===== config.mk =====
export PLATFORM = sky130hd
export DESIGN_NAME = mosc_top
export DESIGN_NICKNAME = d
export VERILOG_FILES = /design/src/include/mosc_pkg.sv /design/src/include/mosc_tmr_if.sv /design/src/rtl/mosc_top.sv /design/src/rtl/mosc_timer.sv /design/src/rtl/mosc_speed.sv
export VERILOG_INCLUDE_DIRS = /design/src /design/src/include
export SDC_FILE = /design/constraint.sdc
export NUM_CORES = 1
export LEC_CHECK = 0
export BUFFER_PORTS_ARGS = -buffer_cell sky130_fd_sc_hd__buf_2
export CAP_MARGIN = 0
export CORE_MARGIN = 3
export CORE_UTILIZATION = 35
export CTS_CLUSTER_SIZE = 20
export DETAILED_ROUTE_END_ITERATION = 7
export GPL_TIMING_DRIVEN = 0
export REMOVE_ABC_BUFFERS = 1
export SYNTH_ARGS = -nofsm -noshare
export SYNTH_HDL_FRONTEND = slang
export SYNTH_HIERARCHICAL = 1
export SYNTH_SLANG_ARGS = --single-unit

===== constraint.sdc =====
create_clock -name clk_i -period 6.6 [get_ports clk_i]
set_input_delay 0.66 -clock clk_i [delete_from_list [all_inputs] [get_ports clk_i]]
set_output_delay 0.66 -clock clk_i [all_outputs]
set_load 0.03 [all_outputs]

===== src/include/mosc_map.svh =====
// Purpose: Offsets, field positions, reset values and timing of the output switching control
// Assumes: 32-bit classic bus, byte addresses, one register per aligned word
// Notes: Definitions only
`ifndef MOSC_MAP_SVH
`define MOSC_MAP_SVH
// ----------------------------------------
// Timing
// ----------------------------------------
`define MOSC_CLK_HZ 40000000
`define MOSC_MS_PER_S 1000
`define MOSC_MS_CYC (`MOSC_CLK_HZ / `MOSC_MS_PER_S)
`define MOSC_GATE_S 1
`define MOSC_GATE_CYC (`MOSC_CLK_HZ * `MOSC_GATE_S)
`define MOSC_S_PER_MIN 32'h0000003c
// ----------------------------------------
// Register offsets
// ----------------------------------------
`define MOSC_OFF_CTRL 8'h00
`define MOSC_OFF_SETTLE 8'h04
`define MOSC_OFF_TRIG 8'h08
`define MOSC_OFF_PPR 8'h0c
`define MOSC_OFF_STATUS 8'h10
`define MOSC_OFF_SPEED 8'h14
`define MOSC_OFF_CMD 8'h18
`define MOSC_OFF_TRIP 8'h1c
// ----------------------------------------
// Fields
// ----------------------------------------
`define MOSC_CTRL_PRINC_NO 0
`define MOSC_CTRL_PHASE_EN 1
`define MOSC_CTRL_MAN_RESP 2
`define MOSC_TRIG_POR 0
`define MOSC_TRIG_MRST 1
`define MOSC_CMD_START 0
`define MOSC_CMD_MRST 1
`define MOSC_SEL_DRAIN 2'h1
`define MOSC_SEL_INFLOW 2'h2
// ----------------------------------------
// Reset values
// ----------------------------------------
`define MOSC_RST_CTRL 3'h0
`define MOSC_RST_SETTLE 16'h0000
`define MOSC_RST_TRIG 2'h3
`define MOSC_RST_PPR 16'h0001
`define MOSC_RST_TRIP 16'h0000
`endif


===== src/include/mosc_pkg.sv =====
// Purpose: Types of the output switching control
// Assumes: Nothing beyond the map header
// Notes: Enumerations only
`default_nettype none
package mosc_pkg;
  typedef enum logic [1:0] {ST_OFF, ST_SETTLE, ST_RUN} mosc_state_type;
  typedef enum logic [1:0] {MODE_FAULT, MODE_DRAIN, MODE_INFLOW} mosc_mode_type;
endpackage
`default_nettype wire


===== src/include/mosc_tmr_if.sv =====
// Purpose: Carrier between the control and a millisecond delay timer
// Assumes: One clock
// Notes: Load restarts a running count
`timescale 1ns/1ps
`default_nettype none
interface mosc_tmr_if;
  logic load;
  logic [15:0] dur_ms;
  logic busy;
  logic done;
  modport ctl (output load, output dur_ms, input busy, input done);
  modport tmr (input load, input dur_ms, output busy, output done);
endinterface
`default_nettype wire


===== src/rtl/mosc_top.sv =====
// Purpose: Output decision of a monitoring relay with settling delay and speed scaling
// Assumes: Monitoring inputs are synchronous levels; keys and menu exit are one-cycle pulses
// Notes: Registers over classic bus, one-cycle answer
//
// Notes on behaviour
// - Energized-normal: relay on with supply present and no fault.
// - Energized-normal: relay released on fault, same as supply loss.
// - Energized-normal: semiconductor output goes high-impedance on fault.
// - Energize-on-fault: relay on only while a fault is present.
// - Energize-on-fault: semiconductor output drives supply level on fault.
// - Overshoot selector position selects drainage control.
// - Drainage: contact closes after upper overshoot plus tripping delay.
// - Drainage: released only on lower undershoot; held between thresholds.
// - Undershoot position selects inflow control; relay on with supply.
// - Inflow: relay released on upper overshoot.
// - Inflow: re-energized only on lower undershoot; held between thresholds.
// - Normal position only after values stable for the whole settling time.
// - Violation during settling restarts it instead of signalling fault.
// - Settling starts when supply returns.
// - Manual reset acknowledge starts settling, then acts as power-on.
// - Process image start command starts settling.
// - Settling start triggers changeable only over the link, not keys.
// - Leaving the settings menu restarts settling.
// - Enabled phase-loss supervision forces fault state at once.
// - Phase-loss reaction ignores all delay timers.
// - Encoder pulses per one-second gate, times 60 and divided by pulses-per-revolution, give rpm.
// - Manual reset response latches the trip until reset.
`timescale 1ns/1ps
`default_nettype none
`include "mosc_map.svh"
module mosc_top
  import mosc_pkg::*;
#(
  parameter int unsigned MS_CYC = `MOSC_MS_CYC,
  parameter int unsigned GATE_CYC = `MOSC_GATE_CYC
)(
  input wire logic clk_i,
  input wire logic rst_i,
  input wire logic [7:0] adr_i,
  input wire logic [31:0] dat_i,
  output logic [31:0] dat_o,
  input wire logic we_i,
  input wire logic [3:0] sel_i,
  input wire logic cyc_i,
  input wire logic stb_i,
  output logic ack_o,
  input wire logic supply_ok_i,
  input wire logic fault_i,
  input wire logic upper_over_i,
  input wire logic lower_under_i,
  input wire logic phase_loss_i,
  input wire logic manual_reset_i,
  input wire logic menu_exit_i,
  input wire logic [1:0] mode_sel_i,
  input wire logic key_settle_we_i,
  input wire logic [15:0] key_settle_ms_i,
  input wire logic enc_pulse_i,
  output logic relay_o,
  output logic semi_q_o,
  output logic semi_q_oe_o,
  output logic settling_o,
  output logic [15:0] rpm_o
);
  // ----------------------------------------
  // Storage
  // ----------------------------------------
  logic ack_r;
  logic [31:0] dat_r;
  logic [2:0] ctrl_r;
  logic [15:0] settle_ms_r;
  logic [1:0] trig_r;
  logic [15:0] ppr_r;
  logic [15:0] trip_ms_r;
  logic princ_no_r;
  mosc_mode_type mode_r;
  mosc_mode_type mode_nxt;
  mosc_state_type st_r;
  mosc_state_type st_nxt;
  logic fault_lat_r;
  logic lvl_r;
  logic upper_prev_r;
  logic relay_r;
  logic relay_nxt;
  logic semi_r;
  logic semi_nxt;
  logic settle_load;
  logic [15:0] rpm_w;

  mosc_tmr_if settle_t ();
  mosc_tmr_if trip_t ();

  // ----------------------------------------
  // Bus decode
  // ----------------------------------------
  wire req = cyc_i & stb_i & ~ack_r;
  wire wr = req & we_i;
  wire [7:0] badr = {adr_i[7:2], 2'b00};
  wire hit_ctrl = (badr == `MOSC_OFF_CTRL);
  wire hit_settle = (badr == `MOSC_OFF_SETTLE);
  wire hit_trig = (badr == `MOSC_OFF_TRIG);
  wire hit_ppr = (badr == `MOSC_OFF_PPR);
  wire hit_status = (badr == `MOSC_OFF_STATUS);
  wire hit_speed = (badr == `MOSC_OFF_SPEED);
  wire hit_cmd = (badr == `MOSC_OFF_CMD);
  wire hit_trip = (badr == `MOSC_OFF_TRIP);
  wire cmd_start = wr & hit_cmd & sel_i[0] & dat_i[`MOSC_CMD_START];
  wire cmd_mrst = wr & hit_cmd & sel_i[0] & dat_i[`MOSC_CMD_MRST];

  // ----------------------------------------
  // Derived conditions
  // ----------------------------------------
  wire man_resp = ctrl_r[`MOSC_CTRL_MAN_RESP];
  wire ph_trip = ctrl_r[`MOSC_CTRL_PHASE_EN] & phase_loss_i;
  wire mreset = manual_reset_i | cmd_mrst;
  wire in_run = (st_r == ST_RUN);
  wire in_settle = (st_r == ST_SETTLE);
  wire mrst_start = mreset & fault_lat_r & trig_r[`MOSC_TRIG_MRST];
  wire start_req = mrst_start | cmd_start | menu_exit_i;
  wire fault_run = in_run & (fault_i | fault_lat_r);
  wire fault_state = ph_trip | fault_run;
  wire normal_pos = in_run & ~fault_run & ~ph_trip;
  wire upper_rise = upper_over_i & ~upper_prev_r;
  wire lvl_set = (mode_r == MODE_DRAIN) ? (trip_t.done & upper_over_i) : upper_over_i;

  wire [31:0] status_w = {26'h0000000, ph_trip, lvl_r, in_settle, fault_lat_r,
                          semi_r, relay_r};
  wire [31:0] rd_data = hit_ctrl ? {29'h00000000, ctrl_r} :
                        hit_settle ? {16'h0000, settle_ms_r} :
                        hit_trig ? {30'h00000000, trig_r} :
                        hit_ppr ? {16'h0000, ppr_r} :
                        hit_status ? status_w :
                        hit_speed ? {16'h0000, rpm_w} :
                        hit_trip ? {16'h0000, trip_ms_r} :
                        32'h00000000;

  assign ack_o = ack_r;
  assign dat_o = dat_r;
  assign relay_o = relay_r;
  assign semi_q_o = semi_r;
  assign semi_q_oe_o = semi_r;
  assign settling_o = in_settle;
  assign rpm_o = rpm_w;

  // ----------------------------------------
  // Bus slave
  // ----------------------------------------
  // Unmapped words read zero, drop writes and still answer
  always_ff @(posedge clk_i)
  begin
    if (rst_i)
    begin
      ack_r <= 1'b0;
      dat_r <= 32'h00000000;
    end
    else
    begin
      ack_r <= req;
      dat_r <= req ? rd_data : dat_r;
    end
  end

  // Keys only reach the settling time; trigger choice has no key path
  always_ff @(posedge clk_i)
  begin
    if (rst_i)
    begin
      ctrl_r <= `MOSC_RST_CTRL;
      settle_ms_r <= `MOSC_RST_SETTLE;
      trig_r <= `MOSC_RST_TRIG;
      ppr_r <= `MOSC_RST_PPR;
      trip_ms_r <= `MOSC_RST_TRIP;
    end
    else
    begin
      if (wr & hit_ctrl & sel_i[0])
        ctrl_r <= dat_i[2:0];
      if (wr & hit_trig & sel_i[0])
        trig_r <= dat_i[1:0];
      if (key_settle_we_i)
        settle_ms_r <= key_settle_ms_i;
      if (wr & hit_settle & sel_i[0])
        settle_ms_r[7:0] <= dat_i[7:0];
      if (wr & hit_settle & sel_i[1])
        settle_ms_r[15:8] <= dat_i[15:8];
      if (wr & hit_ppr & sel_i[0])
        ppr_r[7:0] <= dat_i[7:0];
      if (wr & hit_ppr & sel_i[1])
        ppr_r[15:8] <= dat_i[15:8];
      if (wr & hit_trip & sel_i[0])
        trip_ms_r[7:0] <= dat_i[7:0];
      if (wr & hit_trip & sel_i[1])
        trip_ms_r[15:8] <= dat_i[15:8];
    end
  end

  // ----------------------------------------
  // Configuration sampling
  // ----------------------------------------
  // Selector is a rotary switch; registering it avoids a torn decode
  always_comb
  begin
    case (mode_sel_i)
      `MOSC_SEL_DRAIN: mode_nxt = MODE_DRAIN;
      `MOSC_SEL_INFLOW: mode_nxt = MODE_INFLOW;
      default: mode_nxt = MODE_FAULT;
    endcase
  end

  always_ff @(posedge clk_i)
  begin
    if (rst_i)
    begin
      princ_no_r <= 1'b0;
      mode_r <= MODE_FAULT;
    end
    else
    begin
      princ_no_r <= ctrl_r[`MOSC_CTRL_PRINC_NO];
      mode_r <= mode_nxt;
    end
  end

  // ----------------------------------------
  // Settling sequence
  // ----------------------------------------
  always_comb
  begin
    st_nxt = st_r;
    settle_load = 1'b0;
    case (st_r)
      ST_OFF:
      begin
        if (supply_ok_i & trig_r[`MOSC_TRIG_POR])
        begin
          st_nxt = ST_SETTLE;
          settle_load = 1'b1;
        end
        else if (supply_ok_i)
          st_nxt = ST_RUN;
      end
      ST_SETTLE:
      begin
        if (~supply_ok_i)
          st_nxt = ST_OFF;
        else if (fault_i | start_req)
          settle_load = 1'b1;
        else if (settle_t.done)
          st_nxt = ST_RUN;
      end
      ST_RUN:
      begin
        if (~supply_ok_i)
          st_nxt = ST_OFF;
        else if (start_req)
        begin
          st_nxt = ST_SETTLE;
          settle_load = 1'b1;
        end
      end
      default: st_nxt = ST_OFF;
    endcase
  end

  assign settle_t.load = settle_load;
  assign settle_t.dur_ms = settle_ms_r;
  assign trip_t.load = upper_rise & (mode_r == MODE_DRAIN);
  assign trip_t.dur_ms = trip_ms_r;

  // ----------------------------------------
  // Fault latch and level state
  // ----------------------------------------
  // A new trip in the reset cycle wins over the acknowledge
  always_ff @(posedge clk_i)
  begin
    if (rst_i)
    begin
      st_r <= ST_OFF;
      fault_lat_r <= 1'b0;
      lvl_r <= 1'b0;
      upper_prev_r <= 1'b0;
    end
    else
    begin
      st_r <= st_nxt;
      upper_prev_r <= upper_over_i;
      if (man_resp & in_run & fault_i)
        fault_lat_r <= 1'b1;
      else if (mreset | ~man_resp)
        fault_lat_r <= 1'b0;
      if (lvl_set)
        lvl_r <= 1'b1;
      else if (lower_under_i)
        lvl_r <= 1'b0;
    end
  end

  // ----------------------------------------
  // Output decision
  // ----------------------------------------
  // Phase loss bypasses settling and tripping delays in every mode
  always_comb
  begin
    relay_nxt = 1'b0;
    semi_nxt = 1'b0;
    case (mode_r)
      MODE_DRAIN:
      begin
        relay_nxt = supply_ok_i & in_run & lvl_r & ~ph_trip;
        semi_nxt = relay_nxt;
      end
      MODE_INFLOW:
      begin
        relay_nxt = supply_ok_i & in_run & ~lvl_r & ~ph_trip;
        semi_nxt = relay_nxt;
      end
      MODE_FAULT:
      begin
        if (princ_no_r)
        begin
          relay_nxt = supply_ok_i & fault_state;
          semi_nxt = supply_ok_i & fault_state;
        end
        else
        begin
          relay_nxt = supply_ok_i & normal_pos;
          semi_nxt = supply_ok_i & normal_pos;
        end
      end
      default:
      begin
        relay_nxt = 1'b0;
        semi_nxt = 1'b0;
      end
    endcase
  end

  always_ff @(posedge clk_i)
  begin
    if (rst_i)
    begin
      relay_r <= 1'b0;
      semi_r <= 1'b0;
    end
    else
    begin
      relay_r <= relay_nxt;
      semi_r <= semi_nxt;
    end
  end

  // ----------------------------------------
  // Timers and speed scaling
  // ----------------------------------------
  mosc_timer #(
    .MS_CYC(MS_CYC)
  ) u_settle (
    .clk_i(clk_i),
    .rst_i(rst_i),
    .t(settle_t)
  );

  mosc_timer #(
    .MS_CYC(MS_CYC)
  ) u_trip (
    .clk_i(clk_i),
    .rst_i(rst_i),
    .t(trip_t)
  );

  // Speed refreshes once per gate, so a new scaling shows one gate later
  mosc_speed #(
    .GATE_CYC(GATE_CYC)
  ) u_speed (
    .clk_i(clk_i),
    .rst_i(rst_i),
    .pulse_i(enc_pulse_i),
    .ppr_i(ppr_r),
    .rpm_o(rpm_w)
  );
endmodule
`default_nettype wire


===== src/rtl/mosc_timer.sv =====
// Purpose: Millisecond countdown with reload
// Assumes: Duration taken at load
// Notes: Done is a one-cycle pulse
`timescale 1ns/1ps
`default_nettype none
`include "mosc_map.svh"
module mosc_timer #(
  parameter int unsigned MS_CYC = `MOSC_MS_CYC
)(
  input wire logic clk_i,
  input wire logic rst_i,
  mosc_tmr_if.tmr t
);
  logic [31:0] pre_r;
  logic [15:0] ms_r;
  logic busy_r;
  logic done_r;
  wire tick = (pre_r == 32'(MS_CYC - 1));
  wire at_zero = (ms_r == 16'h0000);

  assign t.busy = busy_r;
  assign t.done = done_r;

  always_ff @(posedge clk_i)
  begin
    if (rst_i)
    begin
      pre_r <= 32'h00000000;
      ms_r <= 16'h0000;
      busy_r <= 1'b0;
      done_r <= 1'b0;
    end
    else
    begin
      done_r <= busy_r & at_zero & ~t.load;
      if (t.load)
      begin
        busy_r <= 1'b1;
        ms_r <= t.dur_ms;
        pre_r <= 32'h00000000;
      end
      else if (busy_r & at_zero)
        busy_r <= 1'b0;
      else if (busy_r)
      begin
        pre_r <= tick ? 32'h00000000 : pre_r + 32'h00000001;
        ms_r <= tick ? ms_r - 16'h0001 : ms_r;
      end
    end
  end
endmodule
`default_nettype wire


===== src/rtl/mosc_speed.sv =====
// Purpose: Pulse count per gate scaled to revolutions per minute
// Assumes: Encoder pulse is synchronous to the clock
// Notes: Zero scaling reads as zero speed
`timescale 1ns/1ps
`default_nettype none
`include "mosc_map.svh"
module mosc_speed #(
  parameter int unsigned GATE_CYC = `MOSC_GATE_CYC
)(
  input wire logic clk_i,
  input wire logic rst_i,
  input wire logic pulse_i,
  input wire logic [15:0] ppr_i,
  output logic [15:0] rpm_o
);
  logic pulse_prev_r;
  logic [31:0] gate_r;
  logic [31:0] cnt_r;
  logic [31:0] quo_r;
  logic [31:0] rem_r;
  logic [15:0] den_r;
  logic [5:0] step_r;
  logic [15:0] rpm_r;
  wire gate_end = (gate_r == 32'(GATE_CYC - 1));
  wire edge_seen = pulse_i & ~pulse_prev_r;
  wire [31:0] rem_sh = {rem_r[30:0], quo_r[31]};
  wire ge = (rem_sh >= {16'h0000, den_r});
  wire quo_big = (quo_r[31:16] != 16'h0000);

  assign rpm_o = rpm_r;

  always_ff @(posedge clk_i)
  begin
    if (rst_i)
    begin
      pulse_prev_r <= 1'b0;
      gate_r <= 32'h00000000;
      cnt_r <= 32'h00000000;
      quo_r <= 32'h00000000;
      rem_r <= 32'h00000000;
      den_r <= 16'h0000;
      step_r <= 6'h00;
      rpm_r <= 16'h0000;
    end
    else
    begin
      pulse_prev_r <= pulse_i;
      gate_r <= gate_end ? 32'h00000000 : gate_r + 32'h00000001;
      cnt_r <= gate_end ? 32'(edge_seen) : cnt_r + 32'(edge_seen);
      if (gate_end)
      begin
        quo_r <= cnt_r * `MOSC_S_PER_MIN;
        rem_r <= 32'h00000000;
        den_r <= ppr_i;
        step_r <= 6'h20;
      end
      else if (step_r != 6'h00)
      begin
        rem_r <= ge ? rem_sh - {16'h0000, den_r} : rem_sh;
        quo_r <= {quo_r[30:0], ge};
        step_r <= step_r - 6'h01;
      end
      else if (den_r == 16'h0000)
        rpm_r <= 16'h0000;
      else
        rpm_r <= quo_big ? 16'hffff : quo_r[15:0];
    end
  end
endmodule
`default_nettype wire


[Word level (Yosys, flattened, before mapping)]
Cells that the tools add are included.
Operators by class
  add/subtract/negate cells: 8
  $mul: 1
  $lt $le $gt $ge: 1
  eq/ne operators: 22
  mux-type cells: 54
  bitwise operators: 64
  reduce and logical (&&, ||, !) cells: 28
Operator list (count)
  $mux 16: 18
  $mux 32: 4
  $add 32x1->32 const B: 3
  $eq 32x16->1 const B: 2
  $logic_not 16->1: 3
  $and 1x1->1: 44
  $add 32x1->32: 1
  $eq 32x26->1 const B: 1
  $ge 32x16->1: 1
  $mul 32x4->30 const B: 1
  $sub 16x1->16 const B: 2
  $mux 31: 1
  $sub 31x16->31: 1
  $eq 6x3->1 const B: 4
  $reduce_bool 2->1: 11
  $mux 1: 16
  $mux 8: 2
  $reduce_bool 16->1: 1
  $mux 2: 7
  $not 1->1: 13
  $eq 6x2->1 const B: 2
  $mux 6: 2
  $logic_not 8->1: 1
  $or 1x1->1: 7
  other kinds (16): 30
Word-level totals
  bits in registers: 361
  bits of input ports: 76
  output and inout bits: 53
  word-level logic and storage cells: 214

[Depth between registers and ports, before layout]
Gate-level depths: netlist of run 1.
  depth after elaboration: 17
  gate-level depth with buffers: 16
  depth with buffers taken out: 15

[Modules after synthesis]
Netlist of run 1, hierarchy kept.
Modules (own cells, without submodules)
  mosc_speed: times used 1, cells each 1298, area each 10702.8 µm², seq. area each 3283.1 µm²
  mosc_timer: times used 2, cells each 320, area each 2638.8 µm², seq. area each 1001.0 µm²
  mosc_top: times used 1, cells each 446, area each 3962.6 µm², seq. area each 1581.5 µm²

[Worst setup path before layout of run 1]
OpenSTA, ideal clock, no wires.
  kind: register -> register
  start: reg u_speed.cnt_r[2]
  end: reg u_speed.quo_r[21]
  setup time: 0.128 ns
  arrival: 3.506 ns
  required time: 6.472 ns
  path slack: 2.967 ns
  stages on the path, launching flop included: 16
  path buffers: 0
  clock period less this slack: 3.633 ns
  cells stage by stage: dfxtp_1 -> inv_1 -> fa_1 -> fa_1 -> inv_1 -> ha_1 -> a21o_1 -> a21oi_1 -> a21boi_0 -> o21a_1 -> o21a_1 -> o21ai_0 -> a21oi_1 -> or3_1 -> a31oi_1 -> nor2_1
On the way
  word-level cells in the longest chain between the ends: 2
Ends and longest elaborated chain
  start, declared: line mosc_speed.sv:18  | logic [31:0] cnt_r;
  start signal, assigned: line mosc_speed.sv:49  | cnt_r <= gate_end ? 32'(edge_seen) : cnt_r + 32'(edge_seen);
  $mul 32x4->30 (no source line)
  $mux 32: line mosc_speed.sv:50  | if (gate_end)
  end signal, assigned: line mosc_speed.sv:52  | quo_r <= cnt_r * `MOSC_S_PER_MIN;
  end signal, assigned: line mosc_speed.sv:60  | quo_r <= {quo_r[30:0], ge};
  end, declared: line mosc_speed.sv:19  | logic [31:0] quo_r;
No other way between the ends.
A chain may end at the register's enable or synchronous reset.

[Final worst setup path of run 1]
  start: reg u_speed.quo_r[31]
  end: reg u_speed.rem_r[19]
On the way
  word-level cells in the longest chain between the ends: 2
  elaborated cells between the ends (all ways): 3
  those cells by class: 1 x add/sub; 1 x order compare; 1 x mux
Ends and longest elaborated chain
  $sub 31x16->31 / $ge 32x16->1 (equally long branches): line mosc_speed.sv:59, mosc_speed.sv:27
  $mux 31 *: line mosc_speed.sv:59  | rem_r <= ge ? rem_sh - {16'h0000, den_r} : rem_sh;
  end signal, assigned: line mosc_speed.sv:59
  end, declared: line mosc_speed.sv:20  | logic [31:0] rem_r;
Mark *: on every way between the ends. The rest lies on a longest branch, timed or not.

==> results of run 1 <==
[critical path, delay by kind of cell, from the launching register on]
| kind | cells | cell delay, ns |
|---|---|---|
| flops | 1 | 0.43 |
| buf+inv | 1 | 0.07 |
| fa+ha+maj | 2 | 0.60 |
| simple gates | 4 | 1.55 |
| compound gates | 5 | 1.34 |
| xor+xnor | 1 | 0.21 |
[placed cells by master (no fill, tap or decap), types with 17 or more instances in the layout]
cell       synthesis  final
a211oi_1          21     21
a211oi_2          24     24
a21o_1            19     19
a21oi_1          164    164
a22oi_1           25     25
a311oi_1          35     35
and3_1            26     25
buf_2             17     91
clkbuf_16          0     41
dfxtp_1          343    343
fa_1              54     54
ha_1              87     87
inv_1            144    144
mux2i_1           42     42
nand2_1          252    252
nand3_1           87     86
nand4_1           57     57
nor2_1           281    280
nor2b_1           17     17
nor3_1            39     37
nor4_1            40     40
o211ai_1          21     21
o21ai_0           67     67
o31ai_1           18     18
or3_1             32     31
or4_1             23     23
xnor2_1           87     87
xor2_1            69     69
[registers in the layout, summed over array words and instances, names as in the netlist, 3 cells and up]
name            flops
u_speed/den_r      16
u_speed/rem_r      31
dat_o              16
settle_ms_r        16
u_settle/pre_r     32
u_speed/quo_r      32
u_trip/ms_r        16
trip_ms_r          16
ppr_r              16
u_settle/ms_r      16
u_speed/step_r      6
u_speed/cnt_r      30
u_speed/rpm_o      16
u_trip/pre_r       32
ctrl_r              3
u_speed/gate_r     32
[cell families (layout without fill, tap and decap cells)]
group / count (synthesis) / count (layout) / share of synthesized area
adder cells (fa/ha/maj): 141 / 141 / 0.109
AND/OR/NAND/NOR: 938 / 938 / 0.231
other: 1 / 19 / 0.000188
buffers and inverters: 276 / 320 / 0.0611
AO/OA/AOI/OAI: 486 / 486 / 0.164
multiplexers: 43 / 43 / 0.0216
flip-flops: 343 / 343 / 0.344
XOR/XNOR: 156 / 156 / 0.0685
[worst max path at each step]
stage / from / endpoint / cells past startpoint
2_1_floorplan: u_speed/gate_r[26] / u_speed/quo_r[0] / 6
3_3_place_gp: rst_i / u_speed/quo_r[0] / 3
3_5_place_dp: u_speed/quo_r[31] / u_speed/rem_r[27] / 13
4_1_cts: u_speed/quo_r[31] / u_speed/rem_r[19] / 13
5_1_grt: u_speed/quo_r[31] / u_speed/rem_r[19] / 13
6_report: u_speed/quo_r[31] / u_speed/rem_r[19] / 13
[final cells by class]
| type | instances | area (um2) |
|---|---|---|
| fill | 5610 | 33300 |
| multi-input combinational | 1780 | 11900 |
| sequential | 343 | 6870 |
| clock buffer | 53 | 1150 |
| tap | 748 | 936 |
| timing repair buffer | 101 | 632 |
| inverter | 145 | 544 |
| clock inverter | 21 | 355 |
| antenna | 3 | 7.51 |
[per-layer routing]
metal	up-vias	global-route usage	part of all wire
met5	-	0	0.00052
met4	4	0.0432	0.020
met2	387	0.276	0.46
li1	8402	-	-
met3	66	0.0442	0.077
met1	8130	0.225	0.44
[where the power goes]
part | internal, mW | switching (mW)
registers | 2.21 | 0.137
logic | 0.616 | 1.02
clock network | 1.55 | 0.933
total | 4.37 | 2.08
[stage by stage]
stage	area, um2	cells	util
4_1_cts	22400	3190	0.402
3_5_place_dp	20900	3116	0.375
6_report	22400	3194	0.403
3_3_place_gp	20700	3108	0.372
5_1_grt	22400	3192	0.402
2_1_floorplan	19300	2268	-
==> out/qor.yml, run 1 <==
rr_startpoint: "u_speed/quo_r[31]"
ys.flop_type: "dfxtp_1"
rows: 86
vias: 16989
grt_max_degree: 104
crit_path_max_fanout: 33
dp_hpwl_um: 38200
fin_worst_skew_ns: 0.0177
h-tree-depth: 2
holdCritStartpoint: "mode_sel_i[1]"
ys_ff_latch: 343
cts-hold-fix-buffers: 0
grt_use_total: 0.170
drt-initial-drc-count: 1194
layout-drive-gt1-share: 0.0991
vdd_drop_max_v: 0.000220
hold_ws_ns: 0.262
post_cts_resize_count: 0
die_area_mm2: 0.0599
total_power_mw: 6.46
r2r_slack_ns: 2.29
clk_pin_slew_ns: 0.06
cts_root_buf: "clkbuf_16"
coreArea_mm2: 0.0557
wl_per_cell_um: 16.3
async_flop_share: 0
max_freq_mhz: 232
end_kind: "flip-flop"
tightest_slew_ns: 1.30
worstSetupPathType: "flip-flop to flip-flop"
yosys_warnings: 6
cpMostUsedCell: "o21ai_0"
power.density_mw_per_mm2: 288
start_util: 0.358
dieWidth_um: 245
pre_cts_slack_ns: 2.34
mappedNetlistArea_mm2: 0.0199
synth_edf_count: 0
numCtsBuffers: 40
finalWeightedCongestion: 0.868
worstSetupStartpointType: "flip-flop"
rsz0062_at_grt: "false"
hold_violations: 0
worstReg2RegEnd: "u_speed/rem_r[19]"
synth_top_area_frac: 0.344
synth_common_cells: "343 x dfxtp_1, 281 x nor2_1, 252 x nand2_1, 164 x a21oi_1, 144 x inv_1"
worst_slack_ns: 2.29
synth_area_per_cell_um2: 8.37
outcome: "complete, no violations"
overflow: 0
dieHeight_um: 245
cts_tree: "yes"
yosysSeqAreaShare: 0.344
fin_tns_setup_ns: 0
cpPeakStageDelay_ns: 0.98
drv_cap: 0
synth_cells: 2384
slew_violations: 0
hold_depth: 2
path_cells: "inv_1 > ha_1 > fa_1 > and2b_1 > o21ai_0 > a2111o_1 > nand2_1 > o21ai_0 > o21ai_0 > or2_1 > nand4_1 > xor2_1 > a211oi_1"
synth_most_common_cell: "dfxtp_1"
holdPathEnd: "mode_r[0]"
grt_pass1_wl_um: 83900
antenna_found_initial: 4
wirelength_um: 52000
p_leak_nw: 8.72
cp.required_ns: 7.07
cp_slowest_cell: "or2_1"
dr.pass1.iters: 5
grt_pass1_vias: 16072
finalCritPeriodShare: 0.653
ff2ff_path_depth: 13
areaGrowthSynthToFinish_pct: 12.5
vias_per_cell: 5.32
period_needed_ns: 4.31
synth.largest_area_cell: "dfxtp_1"
max_slew_margin: 0.134
ios: 129
clkLatencyLatePin_ns: 0.57
clock-sinks: 343
io_buffers: 92
fin_nets: 2628
ys_types: 88
antenna_left: 0
route.detailed.drc: 0
worst-endpoint-arrival_ns: 4.78
hold_class: "primary input to flip-flop"
synth.area.top_cells: "dfxtp_1 34%, ha_1 5.5%, fa_1 5.4%"
post_cts_buffers: 0
setup_viol: 0
cts_max_path_buffers: 3
(Power assumes the default switching activity.)
==> run 2: changes to the inputs <==
==> constraint.sdc (replaced) <==
create_clock -name clk_i -period 4.1 [get_ports clk_i]
set_input_delay 0.41 -clock clk_i [delete_from_list [all_inputs] [get_ports clk_i]]
set_output_delay 0.41 -clock clk_i [all_outputs]
set_load 0.03 [all_outputs]
==> run 2 against run 1 <==
Highest routed layer unchanged. Routed wire length hardly changed. Clock skew is 0.00095 ns lower. Maximum frequency is 9.7% higher. Combinational power is 62% higher. Non-clock buffer count is 3 higher. Total power is 61% higher. Final area is 0.26% higher. Critical endpoint is now u_speed/quo_r[31]. Flip-flop and latch count stayed put.
==> out/qor.yml, run 2 (same netlist as run 1, synthesis figures left out) <==
outcome: "complete, no violations"
seqPwrFrac: 0.362
wirelength_um: 52000
period_needed_ns: 3.93
finalCritPeriodShare: 0.958
worstSetupStartpointType: "flip-flop"
overflow: 0
intPower_mw: 7.04
crit_family: "adder cells"
stdcell_area_mm2: 0.0225
drv_cap: 0
finalWeightedCongestion: 0.868
clkLatencyLatePin_ns: 0.57
grt_pass1_wl_um: 84000
grt_max_degree: 104
path_cells: "inv_1 > fa_1 > fa_1 > inv_1 > ha_1 > a21o_1 > a21oi_1 > and2_1 > o211ai_1 > buf_4 > nand2_1 > a31oi_2 > a221o_1 > xnor2_2 > a21oi_1 > nor2_1"
place_inst: 3116
p_switching_mw: 3.36
cts_root_buf: "clkbuf_16"
start_util: 0.358
max_slew_margin: 0.145
worst-endpoint-arrival_ns: 4.36
cts_max_path_buffers: 3
hold_ws_ns: 0.0661
cpPeakStageDelay_ns: 0.53
vias_per_cell: 5.31
numCtsBuffers: 40
tightest_slew_ns: 1.28
crit_path_max_fanout: 6
rows: 86
p_leak_nw: 8.75
p_comb_frac: 0.253
cts_tree: "yes"
grt_pass1_vias: 16097
clock-sinks: 343
antenna_found_initial: 4
clkPwrFrac: 0.384
fin_cells: 3197
route.detailed.drc: 0
power.density_mw_per_mm2: 462
drt-initial-drc-count: 1140
dr.pass1.iters: 5
vdd_drop_max_v: 0.000360
path_buf_inv: 3
die_area_mm2: 0.0599
ios: 129
fin_nets: 2631
fin_tns_setup_ns: 0
coreArea_mm2: 0.0557
layout-drive-gt1-share: 0.105
dieWidth_um: 245
cp_slowest_cell: "fa_1"
cp.required_ns: 4.53
total_power_mw: 10.4
io_buffers: 92
h-tree-depth: 2
worstSetupPathType: "flip-flop to flip-flop"
max_freq_mhz: 255
areaGrowthSynthToFinish_pct: 12.8
end_kind: "flip-flop"
grt_use_total: 0.170
wl_per_cell_um: 16.3
dieHeight_um: 245
vias: 16988
placed_area_mm2: 0.0209
hold_class: "primary input to flip-flop"
hold_violations: 0
antenna_left: 0
fin_worst_skew_ns: 0.0168
clk_pin_slew_ns: 0.06
dp_hpwl_um: 38200
p_sw_frac: 0.323
slew_violations: 0
final_common_cell: "dfxtp_1"
final_cell_mix: "341 x dfxtp_1, 280 x nor2_1, 252 x nand2_1"
setup_viol: 0
==> run 2: cell types whose count changed in the layout (fill, tap and decap cells not counted), sizes merged <==
cell         change
buf              +1
dlygate4sd3      +2
==> run 2: layout make-up <==
| type | instances | area (um2) |
|---|---|---|
| multi-input cells | 1780 | 12000 |
| repair buffers | 104 | 659 |
| clock inverters | 21 | 355 |
| well taps | 748 | 936 |
| diodes | 3 | 7.51 |
| clock buffers | 53 | 1150 |
| flip-flops and latches | 343 | 6870 |
| fillers | 5606 | 33200 |
| inverters | 145 | 544 |
==> run 2: metrics by stage <==
stage | util | worst slack (ns)
floorplan | - | 0.0894
global placement | 0.372 | -2.09
detailed placement | 0.375 | -0.158
CTS | 0.403 | 0.0354
global route | 0.404 | -0.0185
finish | 0.404 | 0.172
==> run 2: power groups by stage <==
stage / sequential, mW / combinational [mW] / clock, mW
after floorplan: 3.79 / 1.93 / 0
after global placement: 3.83 / 2.46 / 0
after detailed placement: 3.84 / 2.59 / 0
after CTS: 3.77 / 2.61 / 4.11
after global routing: 3.80 / 2.92 / 4.26
final: 3.77 / 2.64 / 4.00
==> run 2: worst register-to-register path, cell delays in order, from the launching register on <==
cell	delay (ns)
dfxtp_2	0.40
inv_1	0.11
fa_1	0.52
fa_1	0.53
inv_1	0.04
ha_1	0.35
a21o_1	0.20
a21oi_1	0.20
and2_1	0.21
o211ai_1	0.10
buf_4	0.17
nand2_1	0.08
a31oi_2	0.14
a221o_1	0.38
xnor2_2	0.16
a21oi_1	0.16
nor2_1	0.05
==> run 2: final timing paths <==
kind | startpoint | endpoint | slack, ns | cells past startpoint
hold / removal | enc_pulse_i | u_speed/pulse_prev_r | 0.07 | 2
setup / recovery | u_speed/cnt_r[2] | u_speed/quo_r[31] | 0.17 | 16
hold reg to reg | u_speed/gate_r[0] | u_speed/gate_r[0] | 0.43 | 1
setup reg to reg | u_speed/cnt_r[2] | u_speed/quo_r[31] | 0.17 | 16
==> run 2: layer usage <==
layer	vias up	share of wire	GRT usage
met5	-	0.00052	0
met4	4	0.020	0.0436
met3	70	0.068	0.0442
met2	350	0.46	0.277
met1	8150	0.45	0.224
li1	8414	-	-
==> run 2: timing repair <==
action                     CTS  global route
resized for setup            2            15
hold endpoints to repair     2             0
buffers inserted             1             0
pin swaps                    1             1
hold buffers                 2             0
setup endpoints to repair    6             8
==> run 3: changes to the inputs <==
--- a/config.mk
+++ b/config.mk
@@ -13,6 +13,7 @@
 export CTS_CLUSTER_SIZE = 20
 export DETAILED_ROUTE_END_ITERATION = 7
 export GPL_TIMING_DRIVEN = 0
+export PLACE_DENSITY = 0.63
 export REMOVE_ABC_BUFFERS = 1
 export SYNTH_ARGS = -nofsm -noshare
 export SYNTH_HDL_FRONTEND = slang
==> run 3 against run 2 <==
Maximum frequency is 1.1% higher. Sequential power hardly changed. Final area is 0.63% lower. Worst hold slack worse by 0.010 ns. Largest cell class unchanged. Highest routed layer unchanged.
==> out/qor.yml, run 3 (same netlist as run 1, synthesis figures left out) <==
max_slew_margin: 0.0942
cts_max_path_buffers: 3
ff2ff_path_depth: 16
start_util: 0.358
vias: 17030
vias_per_cell: 5.34
fin_tns_setup_ns: 0
dr.pass1.iters: 5
wirelength_um: 52000
final_cell_mix: "341 x dfxtp_1, 280 x nor2_1, 252 x nand2_1"
p_leak_nw: 8.70
worst-endpoint-arrival_ns: 4.32
max_freq_mhz: 257
period_needed_ns: 3.88
drv_cap: 0
fin_worst_skew_ns: 0.0337
route.detailed.drc: 0
tightest_slew_ns: 1.35
vdd_drop_max_v: 0.000416
path_cells: "inv_2 > fa_1 > fa_1 > inv_1 > ha_1 > a21oi_1 > o22ai_1 > o21ai_0 > o211ai_1 > buf_4 > nand2_1 > a31oi_2 > a221o_1 > xnor2_1 > a21oi_1 > nor2_1"
fin_nets: 2630
dp_hpwl_um: 38100
dieWidth_um: 245
cts_tree: "yes"
hold_depth: 2
power.density_mw_per_mm2: 454
grt_pass1_wl_um: 84500
finalWeightedCongestion: 0.861
worstSetupPathType: "flip-flop to flip-flop"
grt_pass1_vias: 16229
slew_violations: 0
overflow: 0
diodes: 0
clkLatencyLatePin_ns: 0.58
total_power_mw: 10.1
grt_max_degree: 96
finalCritPeriodShare: 0.947
ios: 129
outcome: "complete, no violations"
areaGrowthSynthToFinish_pct: 12.1
numCtsBuffers: 40
coreArea_mm2: 0.0557
drt-initial-drc-count: 1297
wl_per_cell_um: 16.3
hold_class: "primary input to flip-flop"
nFillCells: 5723
layout-drive-gt1-share: 0.101
cp.required_ns: 4.53
grt_use_total: 0.171
antenna_left: 0
hold_violations: 0
worstSetupStartpointType: "flip-flop"
cpPeakStageDelay_ns: 0.52
clock-sinks: 343
setup_viol: 0
antenna_found_initial: 3
fin_util: 0.401
cts_root_buf: "clkbuf_16"
dieHeight_um: 245
crit_path_max_fanout: 6
clk_pin_slew_ns: 0.06
final_common_cell: "dfxtp_1"
cp_slowest_cell: "fa_1"
h-tree-depth: 2
io_buffers: 92
rows: 86
end_kind: "flip-flop"
die_area_mm2: 0.0599
[run 3: final timing paths]
path                     startpoint                   end  slack [ns]
setup / recovery  u_speed/cnt_r[11]     u_speed/quo_r[31]        0.22
hold / removal          enc_pulse_i  u_speed/pulse_prev_r        0.06
setup reg to reg  u_speed/cnt_r[11]     u_speed/quo_r[31]        0.22
hold reg to reg   u_speed/gate_r[0]     u_speed/gate_r[0]        0.45
[run 3: where the power goes]
part | leakage (nW) | internal (mW) | switching [mW]
combinational | 5.24 | 0.993 | 1.66
sequential | 2.78 | 3.55 | 0.223
clock | 0.678 | 2.25 | 1.46
[run 3: final cells by class]
class | instances | area, um2 | area share
Clock buffer | 58 | 1180 | 0.0528
Clock inverter | 12 | 196 | 0.00879
Sequential cell | 343 | 6870 | 0.307
Multi-Input combinational cell | 1780 | 12000 | 0.536
Timing Repair Buffer | 103 | 654 | 0.0293
Inverter | 145 | 544 | 0.0243
Tap cell | 748 | 936 | 0.0419
[run 3: routing by layer]
layer  track usage  wire [um]  part of all wire  vias to the layer above
met2         0.274      23500              0.45                      389
met4        0.0410       1140             0.022                        2
met5             0         13           0.00025                        -
met1         0.226      23500              0.45                     8146
li1              -          -                 -                     8410
met3        0.0499       3820             0.073                       83
[run 3: critical path: cells and delay by family (launching register included)]
| kind | cells | cell delay, ns |
|---|---|---|
| and+or+nand+nor | 2 | 0.13 |
| buffers and inverters | 3 | 0.32 |
| adders and majority gates | 3 | 1.39 |
| AOI/OAI and AO/OA | 7 | 1.36 |
| DFF | 1 | 0.41 |
| xor gates and xnor gates | 1 | 0.15 |
[run 3: repair_timing]
action                                  CTS  global route
buffers inserted                          0             1
hold buffers                              2             0
endpoints found under the setup margin    6            12
hold endpoints to repair                  2             0
gates resized for setup                   2            14
pin swaps                                 0             3
[run 3: metrics by stage]
step | worst slack [ns] | cell area (um2) | cells | hold WS, ns
after floorplan | 0.0894 | 19300 | 2268 | 0.413
after global placement | -2.17 | 20700 | 3108 | 0.422
after detailed placement | -0.188 | 20900 | 3116 | 0.442
after CTS | 0.0153 | 22300 | 3188 | 0.0283
after global routing | -0.00594 | 22400 | 3189 | 0.0583
final | 0.215 | 22400 | 3189 | 0.0558
